==> config.mk <==
export PLATFORM = sky130hd
export DESIGN_NAME = mrcs_top
export DESIGN_NICKNAME = d
export VERILOG_FILES = /design/src/hdl/mrcs_pkg.sv /design/src/hdl/mrcs_top.sv
export SDC_FILE = /design/constraint.sdc
export NUM_CORES = 1
export LEC_CHECK = 0
export ABC_AREA = 1
export BUFFER_PORTS_ARGS = -buffer_cell sky130_fd_sc_hd__buf_2
export CELL_PAD_IN_SITES_DETAIL_PLACEMENT = 1
export CELL_PAD_IN_SITES_GLOBAL_PLACEMENT = 2
export CORE_MARGIN = 1
export CORE_UTILIZATION = 32
export CTS_CLUSTER_SIZE = 40
export DETAILED_ROUTE_END_ITERATION = 10
export PLACE_DENSITY = 0.89
export SKIP_LAST_GASP = 1
export SLEW_MARGIN = 25
export SYNTH_ARGS = -nofsm -noshare
export SYNTH_HDL_FRONTEND = slang
export SYNTH_SLANG_ARGS = --single-unit
==> constraint.sdc <==
create_clock -name i_mclk -period 2.92 [get_ports i_mclk]
set_clock_uncertainty 0.1 [all_clocks]
set_input_delay 0.146 -clock i_mclk [delete_from_list [all_inputs] [get_ports i_mclk]]
set_output_delay 0.146 -clock i_mclk [all_outputs]
set_load 0.01 [all_outputs]
==> src/hdl/mrcs_pkg.sv <==
// Purpose: Constants and types for the memory reset and
//          calibration status block.
// Assumes: One 100 MHz core clock, also used by the PHY side.
// Notes:   Register offsets are byte addresses on APB.
package mrcs_pkg;

    // ==========================================================
    // Timing
    localparam int unsigned CLK_MHZ      = 100;
    localparam int unsigned RST_HOLD_NS  = 100;
    // Least time, so round up
    localparam int unsigned RST_HOLD_CYC =
        (RST_HOLD_NS * CLK_MHZ + 999) / 1000;
    localparam int unsigned CAL_TMO_US   = 1000;
    // Longest time, so round down
    localparam int unsigned CAL_TMO_CYC  = CAL_TMO_US * CLK_MHZ;
    localparam int unsigned REQ_MIN_CYC  = 2;

    // ==========================================================
    // Register map
    localparam int unsigned ADDR_W       = 12;
    localparam logic [11:0] OFS_CTRL     = 12'h000;
    localparam logic [11:0] OFS_STATUS   = 12'h004;
    localparam logic [11:0] OFS_INT_STAT = 12'h008;
    localparam logic [11:0] OFS_INT_MASK = 12'h00C;

    // Field positions
    localparam int unsigned CTRL_SWREQ   = 0;
    localparam int unsigned ST_DONE      = 0;
    localparam int unsigned ST_PASS      = 1;
    localparam int unsigned ST_FAIL      = 2;
    localparam int unsigned ST_BUSY      = 3;
    localparam int unsigned EV_REQ       = 0;
    localparam int unsigned EV_PASS      = 1;
    localparam int unsigned EV_FAIL      = 2;
    localparam int unsigned EV_W         = 3;

    // Reset values
    localparam logic [2:0]  INT_MASK_RST = 3'h0;
    localparam logic [31:0] RDATA_ZERO   = 32'h0000_0000;

    // ==========================================================
    // Sequencer states
    typedef enum logic [1:0] {
        MRCS_RESET,
        MRCS_CAL,
        MRCS_READY
    } mrcs_state_t;

endpackage : mrcs_pkg

==> src/hdl/mrcs_top.sv <==
// Purpose: Reset intake, reset sequencing and calibration
//          status for an external memory interface.
// Assumes: PHY calibration engine runs on i_mclk; request
//          pin and column reset are asynchronous.
// Notes:   Registers sit on an APB slave with one wait state.

// ==============================================================
// Reset synchroniser: asserts at once, releases on the clock
module mrcs_rst_sync (
    // Clock and reset
    input  wire logic i_clk,
    input  wire logic i_arst,
    // Synchronised reset
    output logic      o_rst_n
);

    logic meta_reg;

    // Two stages keep a metastable release off the PHY domain
    always_ff @(posedge i_clk or posedge i_arst) begin
        if (i_arst) begin
            meta_reg <= 1'b0;
            o_rst_n  <= 1'b0;
        end else begin
            meta_reg <= 1'b1;
            o_rst_n  <= meta_reg;
        end
    end

endmodule : mrcs_rst_sync

// ==============================================================
// Top level
module mrcs_top #(
    parameter int unsigned N_IF        = 1,
    parameter int unsigned CAL_TMO_CYC = mrcs_pkg::CAL_TMO_CYC,
    parameter int unsigned HOLD_CYC    = mrcs_pkg::RST_HOLD_CYC
) (
    // Clock and reset
    input  wire logic            i_mclk,
    input  wire logic            i_rst,
    // Reset sources
    input  wire logic            i_col_rst_n,
    input  wire logic            i_usr_rst_req,
    // Calibration engine
    input  wire logic            i_cal_end,
    input  wire logic            i_cal_ok,
    output logic                 o_cal_start,
    // Status to user logic
    output logic                 o_reset_done,
    output logic                 o_cal_pass,
    output logic                 o_cal_fail,
    output logic [N_IF-1:0]      o_phy_rst_n,
    // APB slave
    input  wire logic            i_psel,
    input  wire logic            i_penable,
    input  wire logic            i_pwrite,
    input  wire logic [11:0]     i_paddr,
    input  wire logic [31:0]     i_pwdata,
    output logic [31:0]          o_prdata,
    output logic                 o_pready,
    output logic                 o_pslverr,
    // Interrupt
    output logic                 o_irq
);

    // ==========================================================
    // Declarations
    localparam logic [31:0] TMO_LAST  = 32'(CAL_TMO_CYC - 1);
    localparam logic [31:0] HOLD_LAST = 32'(HOLD_CYC - 1);
    localparam logic [1:0]  REQ_MIN   =
        2'(mrcs_pkg::REQ_MIN_CYC);

    logic                  col_arst;
    logic                  seq_rst_n;
    logic                  seq_rst;
    logic                  phy_arst;
    logic                  phy_up;
    mrcs_pkg::mrcs_state_t state_reg;
    mrcs_pkg::mrcs_state_t state_next;
    logic [31:0]           tmr_reg;
    logic [31:0]           tmr_next;
    logic                  hold_reg;
    logic                  req_meta_reg;
    logic                  req_sync_reg;
    logic [1:0]            req_cnt_reg;
    logic                  usr_req_reg;
    logic                  sw_req_reg;
    logic                  req_take;
    logic                  cal_done_ok;
    logic                  cal_done_bad;
    logic [2:0]            ev_vec;
    logic [2:0]            int_stat_reg;
    logic [2:0]            int_stat_next;
    logic [2:0]            int_mask_reg;
    logic [2:0]            int_clr;
    logic                  xfer_done;
    logic                  addr_hit;
    logic [31:0]           rdata_mux;

    // ==========================================================
    // Reset sources
    // Column reset is async and clears the sequencer at once;
    // its release is synchronised so no flop sees a late edge
    assign col_arst = i_rst | ~i_col_rst_n;

    mrcs_rst_sync u_seq_sync (
        .i_clk   (i_mclk),
        .i_arst  (col_arst),
        .o_rst_n (seq_rst_n)
    );

    assign seq_rst  = ~seq_rst_n;
    assign phy_arst = seq_rst | hold_reg;
    // Every PHY reset released
    assign phy_up   = &o_phy_rst_n;

    // ==========================================================
    // User reset request intake
    // Two stages, then a width count on the clean copy only
    always_ff @(posedge i_mclk or posedge seq_rst) begin
        if (seq_rst) begin
            req_meta_reg <= 1'b0;
            req_sync_reg <= 1'b0;
        end else begin
            req_meta_reg <= i_usr_rst_req;
            req_sync_reg <= req_meta_reg;
        end
    end

    // Saturating high count; at most one pulse out per request pulse
    always_ff @(posedge i_mclk or posedge seq_rst) begin
        if (seq_rst) begin
            req_cnt_reg <= 2'h0;
            usr_req_reg <= 1'b0;
        end else begin
            usr_req_reg <= 1'b0;
            if (!req_sync_reg) begin
                req_cnt_reg <= 2'h0;
            end else if (req_cnt_reg != REQ_MIN) begin
                req_cnt_reg <= req_cnt_reg + 2'h1;
                // Fires on the second high sample
                usr_req_reg <= (req_cnt_reg == REQ_MIN - 2'h1);
            end
        end
    end

    // A request is only taken once the last one is finished
    assign req_take = (usr_req_reg | sw_req_reg) &
                      (state_reg == mrcs_pkg::MRCS_READY);

    // ==========================================================
    // Sequencer
    // Results wait for the PHY to leave reset, so done can never
    // rise while a PHY reset is still held
    assign cal_done_ok  = (state_reg == mrcs_pkg::MRCS_CAL) & phy_up &
                          i_cal_end & i_cal_ok;
    // A timeout counts as a failed calibration
    assign cal_done_bad = (state_reg == mrcs_pkg::MRCS_CAL) & phy_up &
                          ((i_cal_end & ~i_cal_ok) |
                           (~i_cal_end & (tmr_reg == TMO_LAST)));

    // Next state
    always_comb begin
        state_next = state_reg;
        tmr_next   = tmr_reg + 32'h1;
        case (state_reg)
            mrcs_pkg::MRCS_RESET: begin
                if (tmr_reg == HOLD_LAST) begin
                    state_next = mrcs_pkg::MRCS_CAL;
                    tmr_next   = 32'h0;
                end
            end
            mrcs_pkg::MRCS_CAL: begin
                if (cal_done_ok || cal_done_bad) begin
                    state_next = mrcs_pkg::MRCS_READY;
                    tmr_next   = 32'h0;
                end
            end
            mrcs_pkg::MRCS_READY: begin
                tmr_next = 32'h0;
                if (req_take) begin
                    state_next = mrcs_pkg::MRCS_RESET;
                end
            end
            default: begin
                state_next = mrcs_pkg::MRCS_RESET;
                tmr_next   = 32'h0;
            end
        endcase
    end

    // State and timer
    always_ff @(posedge i_mclk or posedge seq_rst) begin
        if (seq_rst) begin
            state_reg <= mrcs_pkg::MRCS_RESET;
            tmr_reg   <= 32'h0;
        end else begin
            state_reg <= state_next;
            tmr_reg   <= tmr_next;
        end
    end

    // Holds the PHY in reset across the whole reset state
    always_ff @(posedge i_mclk or posedge seq_rst) begin
        if (seq_rst) begin
            hold_reg <= 1'b1;
        end else begin
            hold_reg <= (state_next == mrcs_pkg::MRCS_RESET);
        end
    end

    // Calibration start stays high while calibrating
    always_ff @(posedge i_mclk or posedge seq_rst) begin
        if (seq_rst) begin
            o_cal_start <= 1'b0;
        end else begin
            o_cal_start <= (state_next == mrcs_pkg::MRCS_CAL);
        end
    end

    // ==========================================================
    // Status outputs
    // Done is low during reset and calibration alike
    always_ff @(posedge i_mclk or posedge seq_rst) begin
        if (seq_rst) begin
            o_reset_done <= 1'b0;
        end else begin
            o_reset_done <=
                (state_next == mrcs_pkg::MRCS_READY);
        end
    end

    // Exactly one flag is set on each completion
    always_ff @(posedge i_mclk or posedge seq_rst) begin
        if (seq_rst) begin
            o_cal_pass <= 1'b0;
            o_cal_fail <= 1'b0;
        end else if (state_next != mrcs_pkg::MRCS_READY) begin
            o_cal_pass <= 1'b0;
            o_cal_fail <= 1'b0;
        end else if (cal_done_ok || cal_done_bad) begin
            o_cal_pass <= cal_done_ok;
            o_cal_fail <= cal_done_bad;
        end
    end

    // ==========================================================
    // PHY-side resets, one per interface in the column
    genvar gi;
    generate
        for (gi = 0; gi < N_IF; gi++) begin : g_if
            mrcs_rst_sync u_sync (
                .i_clk   (i_mclk),
                .i_arst  (phy_arst),
                .o_rst_n (o_phy_rst_n[gi])
            );
        end
    endgenerate

    // ==========================================================
    // Interrupt status
    assign ev_vec[mrcs_pkg::EV_REQ]  = req_take;
    assign ev_vec[mrcs_pkg::EV_PASS] = cal_done_ok;
    assign ev_vec[mrcs_pkg::EV_FAIL] = cal_done_bad;

    // Clears only the bits that the read returned
    assign int_clr = (xfer_done && !i_pwrite &&
                      i_paddr == mrcs_pkg::OFS_INT_STAT) ?
                     o_prdata[2:0] : 3'h0;

    // Set wins over a clear in the same cycle
    assign int_stat_next = (int_stat_reg & ~int_clr) | ev_vec;

    always_ff @(posedge i_mclk or posedge i_rst) begin
        if (i_rst) begin
            int_stat_reg <= 3'h0;
        end else begin
            int_stat_reg <= int_stat_next;
        end
    end

    // Registered so the output comes from a flop
    always_ff @(posedge i_mclk or posedge i_rst) begin
        if (i_rst) begin
            o_irq <= 1'b0;
        end else begin
            o_irq <= |(int_stat_next & int_mask_reg);
        end
    end

    // ==========================================================
    // APB slave
    // One wait state lets read data come from a flop
    assign xfer_done = i_psel & i_penable & o_pready;

    always_comb begin
        addr_hit  = 1'b1;
        rdata_mux = mrcs_pkg::RDATA_ZERO;
        case (i_paddr)
            mrcs_pkg::OFS_CTRL: begin
                rdata_mux = mrcs_pkg::RDATA_ZERO;
            end
            mrcs_pkg::OFS_STATUS: begin
                rdata_mux[mrcs_pkg::ST_DONE] = o_reset_done;
                rdata_mux[mrcs_pkg::ST_PASS] = o_cal_pass;
                rdata_mux[mrcs_pkg::ST_FAIL] = o_cal_fail;
                rdata_mux[mrcs_pkg::ST_BUSY] = ~o_reset_done;
            end
            mrcs_pkg::OFS_INT_STAT: begin
                rdata_mux[2:0] = int_stat_reg;
            end
            mrcs_pkg::OFS_INT_MASK: begin
                rdata_mux[2:0] = int_mask_reg;
            end
            default: begin
                addr_hit = 1'b0;
            end
        endcase
    end

    // Ready, read data and error
    always_ff @(posedge i_mclk or posedge i_rst) begin
        if (i_rst) begin
            o_pready  <= 1'b0;
            o_prdata  <= mrcs_pkg::RDATA_ZERO;
            o_pslverr <= 1'b0;
        end else if (i_psel && i_penable && !o_pready) begin
            o_pready  <= 1'b1;
            o_prdata  <= i_pwrite ? mrcs_pkg::RDATA_ZERO
                                  : rdata_mux;
            o_pslverr <= ~addr_hit;
        end else begin
            o_pready  <= 1'b0;
            o_pslverr <= 1'b0;
        end
    end

    // Mask register
    always_ff @(posedge i_mclk or posedge i_rst) begin
        if (i_rst) begin
            int_mask_reg <= mrcs_pkg::INT_MASK_RST;
        end else if (xfer_done && i_pwrite &&
                     i_paddr == mrcs_pkg::OFS_INT_MASK) begin
            int_mask_reg <= i_pwdata[2:0];
        end
    end

    // Software reset request, a one-cycle pulse
    always_ff @(posedge i_mclk or posedge i_rst) begin
        if (i_rst) begin
            sw_req_reg <= 1'b0;
        end else begin
            sw_req_reg <= xfer_done && i_pwrite &&
                          i_paddr == mrcs_pkg::OFS_CTRL &&
                          i_pwdata[mrcs_pkg::CTRL_SWREQ];
        end
    end

endmodule : mrcs_top
**After elaboration in Yosys (flattened, before gate mapping)**

Cells that the tools add are included.

- $add $sub $neg: 2
- Equal/unequal tests: 13
- Mux-type cells: 22
- Bitwise operators: 23
- Reduce and logical (&&, ||, !) cells: 17

Operator list:

| cell | number |
|---|---|
| 32-bit 2-to-1 mux | 2 |
| 32-bit case mux with 2 select lines | 1 |
| 32-bit by 1-bit adder with 32-bit output (second input constant) | 1 |
| 32-bit by 17-bit equality test with 1-bit output (second input constant) | 1 |
| 32-bit by 4-bit equality test with 1-bit output (second input constant) | 1 |
| 12-bit by 4-bit equality test with 1-bit output (second input constant) | 2 |
| 12-bit by 3-bit equality test with 1-bit output (second input constant) | 1 |
| 12-bit zero test | 1 |
| 1-bit 2-to-1 mux | 10 |
| 2-bit 2-to-1 mux | 5 |
| 1-bit bitwise AND | 9 |
| 3-bit case mux with 3 select lines | 1 |
| 1-bit logical AND | 8 |
| 3-bit bitwise AND | 2 |
| 2-bit by 1-bit equality test with 1-bit output (second input constant) | 3 |
| 1-bit inverter | 6 |
| 2-bit case mux with 3 select lines | 1 |
| 2-bit equality test (second input constant) | 2 |
| 2-bit zero test | 2 |
| 4-bit 2-to-1 mux | 1 |
| 2-bit != test (second input constant) | 2 |
| 1-bit OR | 4 |
| 4-bit OR reduction | 1 |
| 3-bit 2-to-1 mux | 1 |
| 8 further kinds | 9 |

- Register bits after elaboration: 90
- Input bits: 53
- Output and inout port bits: 40
- Word-level logic and storage cells: 99

**Logic depth before layout (Yosys ltp)**

- Depth after elaboration: 10
- Depth in mapped cells: 11
- Depth with buffers taken out: 11

**Cells and area by module**

From an unflattened synthesis, not the netlist that was laid out.

- Cells, all modules: 504
- Area total of the unflattened synthesis: 3773.6 um^2

Modules (own cells, without submodules):

| module | times used | cells an instance | area an instance (um^2) | seq. area each (um^2) |
|---|---|---|---|---|
| mrcs_top | 1 | 496 | 3658.5 | 1452.6 |
| mrcs_rst_sync | 2 | 4 | 57.6 | 50.0 |

**Worst setup path after synthesis**

OpenSTA, ideal clock, no wires.

- Path kind: reg2reg
- Start point: reg tmr_reg[0]
- End point: reg tmr_reg[0]
- Library setup time: 0.124 ns
- Data arrival time: 1.441 ns
- Path slack: 1.254 ns
- Cell stages (with the launch flop): 12
- Period minus slack after synthesis: 1.666 ns
- Cells stage by stage: dfrtp_1 > ha_1 > inv_1 > nor2_4 > nand3_1 > nor2_1 > nand2_1 > nand2_2 > nand2_4 > nand2_4 > buf_6 > a21oi_1

- Cells in the longest elaborated chain, start to end: 7

Ends and longest elaborated chain:

| what | line | RTL |
|---|---|---|
| start, declared | mrcs_top.sv:81 | `logic [31:0] tmr_reg;` |
| start signal, assigned | mrcs_top.sv:200 | `tmr_reg <= tmr_next;` |
| parallel branches: the longest is 6 deep, another holds 32-bit by 1-bit adder with 32-bit output | n/a |  |
| 32-bit case mux with 2 select lines (*) | mrcs_top.sv:167 | `case (state_reg)` |
| named net tmr_next[0] | mrcs_top.sv:82 | `logic [31:0] tmr_next;` |

Mark *: on every way through the listed nets, which the timed path passes.
A chain may end at the register's enable or synchronous reset.

**Worst setup path in the final report**

- Start point: reg tmr_reg[0]
- End point: reg tmr_reg[17]

Same word-level chain as after synthesis.

==> impl_metrics.toml <==
[synth]
synthDistinctLibCells = 27
yosysTopAreaCell = "dfrtp_1"
synth_warnings = 0
synth_commonest_cells = "138 x nand2_1, 69 x nor2_1, 61 x dfrtp_1, 60 x inv_1"
synth_top_area_share = 0.4167
ys_ff_latch = 62
synth_seq_area_share = 0.4238
yosysMostFrequentCell = "nand2_1"
synth_edf_count = 0
netlist_area_um2 = 3664
synth_area_leaders = "dfrtp_1 42%, nand2_1 14%, nor2_1 7.1%"
synthFlopType = "dfrtp_1"
async_reset_ff_frac = 1.000
syn_inst = 497
avgSynthCellArea_um2 = 7.371

[pwr]
clkPwrFrac = 0.455
leakage_nw = 2.063
p_sw_mw = 0.8169
combPwrFrac = 0.173
seq_power_share = 0.372
p_int_mw = 1.916
peakVddDrop_v = 0.0004567
power.density_nw_per_um2 = 632.9
swShare = 0.2989

[route]
drt-total-wl_mm = 9.799
vias = 3254
dr.pass1.iters = 4
drc_errors = 0
ant_nets = 0
routedWlPerCell_um = 14.14
avgViaCountPerCell = 4.696
drt_iter0_drc = 189

[cells_and_area]
largest_reg_flops = 32
final_nets = 605
layout.cells.non_filler = 693
syn2layout_area_growth_pct = 17.86
layout-drive-gt1-share = 0.1230
antenna-diode-count = 0

[grt]
busiest_layer = "met2"
grt_use_met1 = 0.2360
met2_usage = 0.3118
grt_pass1_vias = 3377
grt_max_degree = 31
met3_usage = 0.02271
grt_usage = 0.1845
antenna_found_initial = 0
grt_overflow = 0
grt_first_pass_wirelength_mm = 16.52

[placed_design]
placedCellCount = 668
dp_hpwl_mm = 7.317
place.gp.congestion = 0.8543
io_buffers = 35

[status]
status = "finished, final reports clean"

[setup_path]
crit_path_frequent_cell = "nand2_4"
critical_path.cell_chain = "ha_1 > inv_1 > nor2_4 > nand3_1 > nor2_1 > nand2_1 > nand2_2 > nand2_4 > nand2_4 > a21oi_1"
cp-end-kind = "flop"
cp_slowest_cell = "dfrtp_1"
critical_path.startpoint_type = "flop"
required_ps = 3010
path_max_fanout = 30
arrival_ps = 2230
max_stage_delay_ps = 430
criticalPathCategory = "flop to flop"
regToRegSetupSlack_ps = 770

[timing]
tightest_slew_ps = 598.6
maxSlewHeadroom = 0.5995
min_period_over_period = 0.7346
rsz0062_at_grt = "false"
fmaxAchievable_mhz = 466.2
min_period_ps = 2145
slew_viol_final = 0
final-hold-violation-count = 0
setup_violations = 0
final.setup.tns_ps = 0

[die]
core-area_um2 = 10980
die_h_um = 109.0
die_x_um = 109.0
rows = 38
start_util = 0.3336
die_area_um2 = 11880
ioPinCount = 93

[clock_network]
clockBufferDepth = 2
clk_pin_slew_ps = 60
cts_tree = "built"
cts_root_buf = "clkbuf_16"
numCtsBuffers = 9
clock-sinks = 62
worstSkewPairLatency_ps = 330
h-tree-depth = 3

[job]
maxCapViolations = 0

[worst_hold_path]
hp-class = "input port to flop"
path summary, 6_finish.rpt:
check | startpoint | endpoint | depth (start not counted)
setup / recovery | tmr_reg[0] | tmr_reg[17] | 10
min in group asynchronous | hold_reg | g_if[0].u_sync.o_rst_n | 1
hold reg to reg | hold_reg | g_if[0].u_sync.o_rst_n | 1
max in group asynchronous | u_seq_sync.o_rst_n | g_if[0].u_sync.meta_reg | 3
hold / removal | i_cal_ok | o_cal_pass | 3
setup reg to reg | tmr_reg[0] | tmr_reg[17] | 10
layer usage:
| layer | wire length (um) | vias up |
|---|---|---|
| met5 | 0 | - |
| met1 | 4557 | 1575 |
| li1 | - | 1604 |
| met4 | 201 | 0 |
| met2 | 4779 | 57 |
| met3 | 260 | 18 |
power groups by stage:
| stage | registers, mW | logic (mW) | clock network, mW |
|---|---|---|---|
| 5_1_grt | 1.03 | 0.541 | 1.30 |
| 3_3_place_gp | 1.03 | 0.439 | 0 |
| 2_1_floorplan | 1.02 | 0.393 | 0 |
| 3_5_place_dp | 1.03 | 0.465 | 0 |
| 4_1_cts | 1.02 | 0.478 | 1.26 |
| 6_report | 1.02 | 0.473 | 1.24 |
cell type report:
class	instances	area, um^2
fillers	1411	6665
multi-input cells	369	1728
flip-flops and latches	62	1554
repair buffers	45	285.3
inverters	61	229.0
clock buffers	9	225.2
well taps	140	175.2
clock inverters	7	121.4
through the flow:
stage / worst slack, ps / hold slack (ps) / cell area [um^2] / utilization / total power, mW
6_report: 774.9 / 24.83 / 4318 / 0.3931 / 2.733
5_1_grt: 558.5 / 43.50 / 4318 / 0.3931 / 2.867
4_1_cts: 760.4 / 15.78 / 4318 / 0.3931 / 2.761
3_5_place_dp: 784.7 / -35.16 / 3881 / 0.3534 / 1.495
3_3_place_gp: 805.0 / -52.69 / 3861 / 0.3516 / 1.473
2_1_floorplan: 1254 / -157.0 / 3769 / - / 1.415
timing repair:
action | 4_1_cts | 5_1_grt
resized for setup | 0 | 0
hold buffers | 9 | 0
buffers inserted | 0 | 0
endpoints found under the hold margin | 21 | 0
worst max-delay path, delay by kind of cell, from the launching register on:
kind / cells / cell delay, ps
AO/OA/AOI/OAI: 1 / 140
adder cells (fa/ha/maj): 1 / 270
buffers and inverters: 1 / 110
flip-flops: 1 / 430
AND/OR/NAND/NOR: 7 / 950
placed cells by master, fill, tap and decap left out, drive strengths merged:
| master | count |
|---|---|
| dfrtp | 61 |
| nor3b | 1 |
| o21ai | 9 |
| nand3 | 32 |
| nor4 | 1 |
| a21oi | 32 |
| dlygate4sd3 | 9 |
| o211ai | 2 |
| nand4 | 6 |
| nor2 | 76 |
| xor2 | 16 |
| clkinv | 3 |
| inv | 62 |
| xnor2 | 5 |
| bufinv | 3 |
| nand2 | 142 |
| buf | 36 |
| or2 | 1 |
| nor3 | 11 |
| ha | 4 |
| o31ai | 1 |
| dfstp | 1 |
| clkbuf | 9 |
| conb | 30 |
kinds of logic (layout without fill, tap and decap cells):
family / count (synthesis) / count (layout) / share of synthesized area
simple gates: 270 / 270 / 0.3149
flops: 62 / 62 / 0.4238
fa+ha+maj: 4 / 4 / 0.01366
compound gates: 44 / 44 / 0.06216
xor+xnor: 21 / 21 / 0.05020
buf+inv: 94 / 122 / 0.1332
other cells: 2 / 30 / 0.002050
No activity file was read; power rests on OpenSTA's default activity.
